$ cat config.mk
export PLATFORM = sky130hd
export DESIGN_NAME = srg_gate_timing
export DESIGN_NICKNAME = d
export VERILOG_FILES = /design/src/hdl/srg_pkg.sv /design/src/hdl/srg_gate_timing.sv /design/src/hdl/srg_period_meter.sv
export SDC_FILE = /design/constraint.sdc
export NUM_CORES = 1
export LEC_CHECK = 0
export ABC_AREA = 1
export BUFFER_PORTS_ARGS = -buffer_cell sky130_fd_sc_hd__buf_2
export CAP_MARGIN = 20
export CELL_PAD_IN_SITES_DETAIL_PLACEMENT = 1
export CELL_PAD_IN_SITES_GLOBAL_PLACEMENT = 1
export CORE_AREA = 4 4 144 146
export DETAILED_ROUTE_END_ITERATION = 10
export DIE_AREA = 0 0 148 150
export PLACE_DENSITY = 0.88
export SLEW_MARGIN = 10
export SYNTH_ARGS = -nofsm -noshare
export SYNTH_HDL_FRONTEND = slang
export SYNTH_HIERARCHICAL = 1
export SYNTH_SLANG_ARGS = --single-unit
$ cat constraint.sdc
create_clock -name clk -period 3.39 [get_ports clk]
set_input_delay 0.339 -clock clk [delete_from_list [all_inputs] [get_ports clk]]
set_output_delay 0.339 -clock clk [all_outputs]
set_load 0.005 [all_outputs]
$ cat src/hdl/srg_pkg.sv
// package: constants and carrier types for the rectifier gate timing core
package srg_pkg;
  // clock 20 MHz
  localparam int CLK_PERIOD_NS   = 50;
  // reverse-current sampling window after gate assertion
  localparam int SENSE_WINDOW_NS = 250;
  localparam int SENSE_CYC       = (SENSE_WINDOW_NS + CLK_PERIOD_NS - 1) / CLK_PERIOD_NS;
  // anticipation intervals, all rounded down to whole clocks, minimum one
  localparam int ANT_LOW_NS      = 75;
  localparam int ANT_MID_NS      = 150;
  localparam int ANT_HIGH_NS     = 225;
  localparam int ANT_LOW_CYC     = (ANT_LOW_NS / CLK_PERIOD_NS) < 1 ? 1 : ANT_LOW_NS / CLK_PERIOD_NS;
  localparam int ANT_MID_CYC     = ANT_MID_NS / CLK_PERIOD_NS;
  localparam int ANT_HIGH_CYC    = ANT_HIGH_NS / CLK_PERIOD_NS;
  // duty-cycle thresholds in percent
  localparam int DUTY_OFF_PCT    = 14;
  localparam int DUTY_ON_PCT     = 18;
  localparam int CNT_W           = 16;
  localparam logic [CNT_W-1:0] CNT_MAX = 16'hffff;

  // early_off_select thirds of supply
  typedef enum logic [1:0] {
    SRG_ANT_LOW  = 2'b00,
    SRG_ANT_MID  = 2'b01,
    SRG_ANT_HIGH = 2'b10
  } srg_ant_t;

  typedef enum logic [1:0] {
    SRG_ST_IDLE  = 2'b00,
    SRG_ST_BLANK = 2'b01,
    SRG_ST_COND  = 2'b10
  } srg_state_t;

  // result of one completed switching period
  typedef struct packed {
    logic [CNT_W-1:0] period;
    logic [CNT_W-1:0] onTime;
  } srg_meas_t;
endpackage
$ cat src/hdl/srg_gate_timing.sv
// module: synchronous rectifier gate timing core
// What this block does
// - gate on at falling edge of sync_input
// - sense 250ns window, drop gate if above threshold
// - hold gate while below threshold, then drop
// - gate off 50/150/200ns (1/3/4 clocks) before next turn-on
// - anticipation timed by counting oscillator pulses
// - turn-off point from period, not duty cycle
// - duty below 14% holds gate off, shutdown
// - resume only when duty exceeds 18%
// - sync held low keeps gate off
module srg_gate_timing
  import srg_pkg::*;
(
  input  wire logic              clk,              // 20 MHz clock
  input  wire logic              sys_rst,          // async reset, high
  input  wire logic              sync_input,       // high while primary conducts
  input  wire logic              revAboveThresh,   // comparator: sense above -25mV
  input  wire srg_pkg::srg_ant_t early_off_select, // anticipation third
  output logic                   rect_gate_cmd,    // rectifier gate command
  output logic                   lightLoad         // shutdown state flag
);
  // ----------------------------------------------------------------
  // edge detection
  // ----------------------------------------------------------------
  logic syncQ;
  logic syncRise;
  logic syncFall;
  assign syncRise = sync_input & ~syncQ;
  assign syncFall = ~sync_input & syncQ;

  srg_meas_t        meas;
  logic             measValid;
  logic [CNT_W-1:0] elapsed;

  srg_period_meter u_meter (
    .clk       (clk),
    .sys_rst   (sys_rst),
    .syncRise  (syncRise),
    .syncFall  (syncFall),
    .meas      (meas),
    .measValid (measValid),
    .elapsed   (elapsed)
  );

  function automatic logic [CNT_W-1:0] antCycles(input srg_ant_t sel);
    case (sel)
      SRG_ANT_LOW:  antCycles = CNT_W'(ANT_LOW_CYC);
      SRG_ANT_MID:  antCycles = CNT_W'(ANT_MID_CYC);
      SRG_ANT_HIGH: antCycles = CNT_W'(ANT_HIGH_CYC);
      default:      antCycles = CNT_W'(ANT_HIGH_CYC);
    endcase
  endfunction

  // ----------------------------------------------------------------
  // duty-cycle hysteresis
  // ----------------------------------------------------------------
  // compare onTime*100 against period*pct; 32 bits avoids overflow
  logic [31:0] onScaled;
  logic [31:0] offLimit;
  logic [31:0] onLimit;
  logic        next_lightLoad;
  assign onScaled = 32'(meas.onTime) * 32'd100;
  assign offLimit = 32'(meas.period) * 32'(DUTY_OFF_PCT);
  assign onLimit  = 32'(meas.period) * 32'(DUTY_ON_PCT);

  logic measSeen;
  always_ff @(posedge clk or posedge sys_rst) begin
    if (sys_rst) begin
      measSeen <= 1'b0;
    end else begin
      measSeen <= measValid;
    end
  end

  always_comb begin
    next_lightLoad = lightLoad;
    if (measSeen) begin
      if (!lightLoad && onScaled < offLimit) begin
        next_lightLoad = 1'b1;
      end else if (lightLoad && onScaled > onLimit) begin
        next_lightLoad = 1'b0;
      end
    end
  end

  // ----------------------------------------------------------------
  // gate state machine
  // ----------------------------------------------------------------
  srg_state_t       state;
  srg_state_t       next_state;
  logic [3:0]       winCnt;
  logic [3:0]       next_winCnt;
  logic             next_gate;
  logic [CNT_W-1:0] offPoint;
  logic [CNT_W-1:0] ant;

  // turn-off point uses the period only, so duty steps do not move it
  assign ant      = antCycles(early_off_select);
  assign offPoint = (meas.period > ant) ? meas.period - ant : '0;

  always_comb begin
    next_state  = state;
    next_winCnt = winCnt;
    next_gate   = 1'b0;
    case (state)
      SRG_ST_IDLE: begin
        if (syncFall && !lightLoad) begin
          next_state  = SRG_ST_BLANK;
          next_winCnt = 4'(SENSE_CYC);
          next_gate   = 1'b1;
        end
      end
      SRG_ST_BLANK: begin
        next_gate   = 1'b1;
        next_winCnt = winCnt - 4'h1;
        // a short off time can reach the turn-off point inside the window
        if (revAboveThresh || elapsed >= offPoint) begin
          next_state = SRG_ST_IDLE;
          next_gate  = 1'b0;
        end else if (winCnt == 4'h1) begin
          next_state = SRG_ST_COND;
        end
      end
      SRG_ST_COND: begin
        next_gate = 1'b1;
        if (revAboveThresh || elapsed >= offPoint) begin
          next_state = SRG_ST_IDLE;
          next_gate  = 1'b0;
        end
      end
      default: begin
        next_state = SRG_ST_IDLE;
      end
    endcase
    // rising sync means primary conducts; held-low sync never falls again
    if (sync_input || lightLoad) begin
      next_state = SRG_ST_IDLE;
      next_gate  = 1'b0;
    end
  end

  always_ff @(posedge clk or posedge sys_rst) begin
    if (sys_rst) begin
      syncQ         <= 1'b0;
      state         <= SRG_ST_IDLE;
      winCnt        <= 4'h0;
      rect_gate_cmd <= 1'b0;
      lightLoad     <= 1'b0;
    end else begin
      syncQ         <= sync_input;
      state         <= next_state;
      winCnt        <= next_winCnt;
      rect_gate_cmd <= next_gate;
      lightLoad     <= next_lightLoad;
    end
  end
endmodule // srg_gate_timing

$ cat src/hdl/srg_period_meter.sv
// module: measures switching period and primary on time in clock counts
module srg_period_meter
  import srg_pkg::*;
(
  input  wire logic                  clk,       // 20 MHz clock
  input  wire logic                  sys_rst,   // async reset, high
  input  wire logic                  syncRise,  // rising edge of sync_input
  input  wire logic                  syncFall,  // falling edge of sync_input
  output srg_pkg::srg_meas_t         meas,      // last full period result
  output logic                       measValid, // pulse: new result
  output logic [srg_pkg::CNT_W-1:0]  elapsed    // counts since last rise
);
  logic [CNT_W-1:0] cnt;
  logic [CNT_W-1:0] next_cnt;
  logic [CNT_W-1:0] hiCnt;
  logic [CNT_W-1:0] next_hiCnt;
  srg_meas_t        next_meas;
  logic             next_measValid;

  // saturating counters so a stalled sync does not wrap into a short period
  always_comb begin
    next_cnt       = (cnt == CNT_MAX) ? cnt : cnt + 16'h0001;
    next_hiCnt     = hiCnt;
    next_meas      = meas;
    next_measValid = 1'b0;
    if (syncFall) begin
      next_hiCnt = cnt;
    end
    if (syncRise) begin
      next_meas.period = cnt;
      next_meas.onTime = hiCnt;
      next_measValid   = 1'b1;
      next_cnt         = 16'h0001;
    end
  end

  always_ff @(posedge clk or posedge sys_rst) begin
    if (sys_rst) begin
      cnt       <= '0;
      hiCnt     <= '0;
      meas      <= '0;
      measValid <= 1'b0;
    end else begin
      cnt       <= next_cnt;
      hiCnt     <= next_hiCnt;
      meas      <= next_meas;
      measValid <= next_measValid;
    end
  end

  assign elapsed = cnt;
endmodule // srg_period_meter

==> results.md <==
- Worst-margin pin slew: 0.757 ns
- Largest net degree at the start of global routing: 37
- Skew-Pair Late Insertion Delay: 0.37 ns
- Cells after Synth: 1132
- All-layer global routing usage: 0.369
- #FFs+latches synth: 75
- Max Slew Vio Count: 0
- DP HPWL: 25200 um
- Fmax: 212 MHz
- CP Data Required Time: 3.70 ns
- Core area: 19400 um^2
- Initial Util: 0.447
- Outcome: finished with violations
- Avg WL per Cell: 31.1 um
- Data arrival time of the worst path: 5.02 ns
- Endpoints failing hold: 0
- GR Overflow Total: 0
- VDD IR max: 0.464 mV
- CTS HTree Levels: 3
- Layout cells sized above 1: 0.288
- Primary FF master, synth: dfrtp_1
- Tcrit/Tclk final: 1.39
- Warnings, synthesis: 6
- Port buffer count: 7
- R2R Setup Slk: -1.32 ns
- Initial antenna violation count: 2
- Leakage: 0.00615 uW
- Sequential area share after synthesis: 0.217
- Fin crit period: 4.71 ns
- Final GP Congestion: 0.869
- Vias per std cell: 6.56
- Post-Syn Area: 8670 um^2
- Syn avg cell area: 7.66 um^2
- Vert. Die Dim: 150 um
- Drt drc: 0
- Vias in the first global route: 10799
- First-pass GRT wire length: 62600 um
- CTS root buf: clkbuf_16
- Net Sw Frac: 0.504
- Chip width: 148 um
- Setup CP Type: register to register
- Clock-pin transition on the worst setup and hold timing paths: 0.08 ns
- Total CTS buffers: 9
- Total Routed Length: 49300 um
- Synth cell types: 44
- Placement Setup Slack: -0.962 ns
- Synthesized Nets: 1342
- Post-DRT Antenna Nets: 0
- HP Class: input port to async pin
- Count of hold-fix buffers inserted at cts: 0
- Combinational power share: 0.679
- DR iter-0 viols: 1143
- Tot Pwr: 7420 uW
- Die ar.: 22200 um^2
- Final setup fails: 4
- Via count: 10388
- Power share of the clock group: 0.154
- Pwr Density: 637 nW/um^2
- Failing checks: setup timing
- Unrepaired setup endpoints after global routing: true
- Post-synth EDFFs: 0
- TritonCTS clock tree: done
- Post-synth ARST share: 1.00
- Clock skew: 0.0177 ns
- Sequential Power Share: 0.167
- Max-Cap Viols: 0
- IO Count: 8
- CP Capture Type: register
- Relative slew slack: 0.495
- Worst-path maximum fanout: 4
- Syn-to-layout area delta: 34.4%
- CP Launch Type: register
- Total net switching power: 3740 uW
- # rows: 51
- CTS sink count: 75
- Clock Path Buffers: 2
- Int Pwr: 3680 uW
- Final worst slack: -1.32 ns
- First-pass iteration count of the detailed router: 6
- # nets final: 1524
[cell usage after synthesis, types with 2 or more instances]
cell	n	area, um^2
a211oi_1	3	22.5
nand3_1	56	280
o21ai_0	74	370
nor2_2	4	25.0
nand2_2	14	87.6
a21o_1	2	15.0
nand3_2	5	50.1
fa_1	29	581
buf_2	8	40.0
nor3_2	2	20.0
nand2_1	263	987
nand4_1	16	100
o31ai_1	3	22.5
nor4_1	4	25.0
inv_1	178	668
buf_6	2	22.5
clkbuf_1	5	18.8
a31oi_1	6	37.5
dfrtp_1	75	1880
nor2_1	58	218
nor3_1	6	30.0
xnor2_1	16	140
o21bai_1	6	45.0
inv_2	2	7.51
or2_2	5	31.3
ha_1	175	2190
o21ai_2	3	26.3
xor2_1	25	219
o21ai_1	2	10.0
a21oi_1	69	345
a21oi_2	2	17.5
and3_1	2	12.5
[area by class of cell]
cell class                      count  area, um^2
Antenna cell                        1        2.50
Clock buffer                        9         225
Fill cell                        2320        7750
Timing Repair Buffer              186        1430
Clock inverter                      6        90.1
Sequential cell                    75        1890
Tap cell                          265         332
Inverter                          180         686
Multi-Input combinational cell    862        6990
[cells by family (layout without fill, tap and decap cells)]
logic type               count (synthesis)  in the layout  synth area share
adder cells (fa/ha/maj)                204            204             0.320
buffers and inverters                  195            381            0.0873
AND/OR/NAND/NOR                        441            441             0.223
other                                    0              1                 0
AO/OA/AOI/OAI                          176            176             0.112
flip-flops                              75             75             0.217
XOR/XNOR                                41             41            0.0414
[cells in the final DEF, fill, tap and decap left out, types with 5 or more instances in the layout]
cell type	synthesis	layout
a21oi_4	0	5
nand3_2	5	7
ha_4	0	32
buf_4	0	169
buf_6	2	8
ha_1	175	141
nand2_4	0	13
clkbuf_16	0	9
nand3_1	56	49
nor2_1	58	45
o21ai_1	2	11
dfrtp_1	75	64
a21oi_1	69	52
xor2_2	0	5
nor2_4	1	10
nand3_4	1	6
a21oi_2	2	14
or2_2	5	5
xnor2_1	16	14
nor2_2	4	8
inv_2	2	12
o21ai_0	74	62
buf_2	8	7
nand2_2	14	24
o21ai_2	3	5
nand4_1	16	16
inv_1	178	165
nand2_1	263	240
dfrtp_2	0	11
xor2_1	25	20
nor3_1	6	5
o21bai_1	6	6
fa_1	29	28
[stage by stage]
step	TNS [ns]	cells	hold slack [ns]	utilization	cell area, um^2
2_1_floorplan	-0.161	1132	0.179	-	8740
3_3_place_gp	-1.32	1540	0.336	0.524	10200
3_5_place_dp	-2.18	1540	0.365	0.524	10200
4_1_cts	-1.00	1569	0.0532	0.567	11000
5_1_grt	-3.16	1583	0.101	0.600	11600
6_report	-2.93	1584	0.100	0.600	11600
[critical path: stages (launching register included)]
cell	delay (ns)
dfrtp_2	0.48
ha_4	0.27
ha_4	0.26
inv_2	0.04
fa_1	0.52
inv_2	0.08
ha_4	0.33
nand2_4	0.11
o21ai_4	0.31
buf_6	0.17
a21oi_4	0.07
xor2_2	0.17
ha_1	0.37
nand2_1	0.11
inv_1	0.08
nor2_1	0.33
o21ai_1	0.17
a21oi_2	0.21
a21boi_2	0.12
o21ai_1	0.18
nand3_1	0.12
nand2_1	0.11
[per-layer routing]
layer	global-route usage	part of all wire	up-vias
met5	0	0.00045	-
met4	0.297	0.11	4
met3	0.0666	0.099	418
met2	0.646	0.45	940
met1	0.389	0.34	4969
li1	-	-	4057
[worst paths after layout]
check / start / endpoint / cells past startpoint
worst min-delay path: sys_rst / lightLoad / 2
max in group asynchronous: sys_rst / u_meter/meas[17] / 3
min in group clk: sync_input / syncQ / 1
worst min register to register: u_meter/measValid / measSeen / 0
worst max register to register: u_meter/meas[4] / lightLoad / 21
worst max-delay path: u_meter/meas[4] / lightLoad / 21
[power by group through the flow]
stage | combinational, uW | clock, uW | sequential [uW]
after floorplan | 1990 | 0 | 1140
after global placement | 2940 | 0 | 1180
after detailed placement | 3300 | 0 | 1200
after CTS | 3840 | 1080 | 1200
after global routing | 5260 | 1160 | 1250
final | 5040 | 1140 | 1240
[state kept, by name, summed over array words and instances (netlist names)]
register	cells
rect_gate_cmd	1
syncQ	1
u_meter/meas	32
u_meter/measValid	1
u_meter/elapsed	16
lightLoad	1
measSeen	1
winCnt	4
state	2
u_meter/hiCnt	16
[timing repair]
| action | in CTS | in global routing |
|---|---|---|
| hold endpoints to repair | 0 | 0 |
| gates cloned | 0 | 0 |
| resized for setup | 84 | 112 |
| setup buffers | 14 | 15 |
| setup endpoints to repair | 4 | 4 |
| pin swaps | 50 | 68 |
Power figures use the tool's default switching activity.
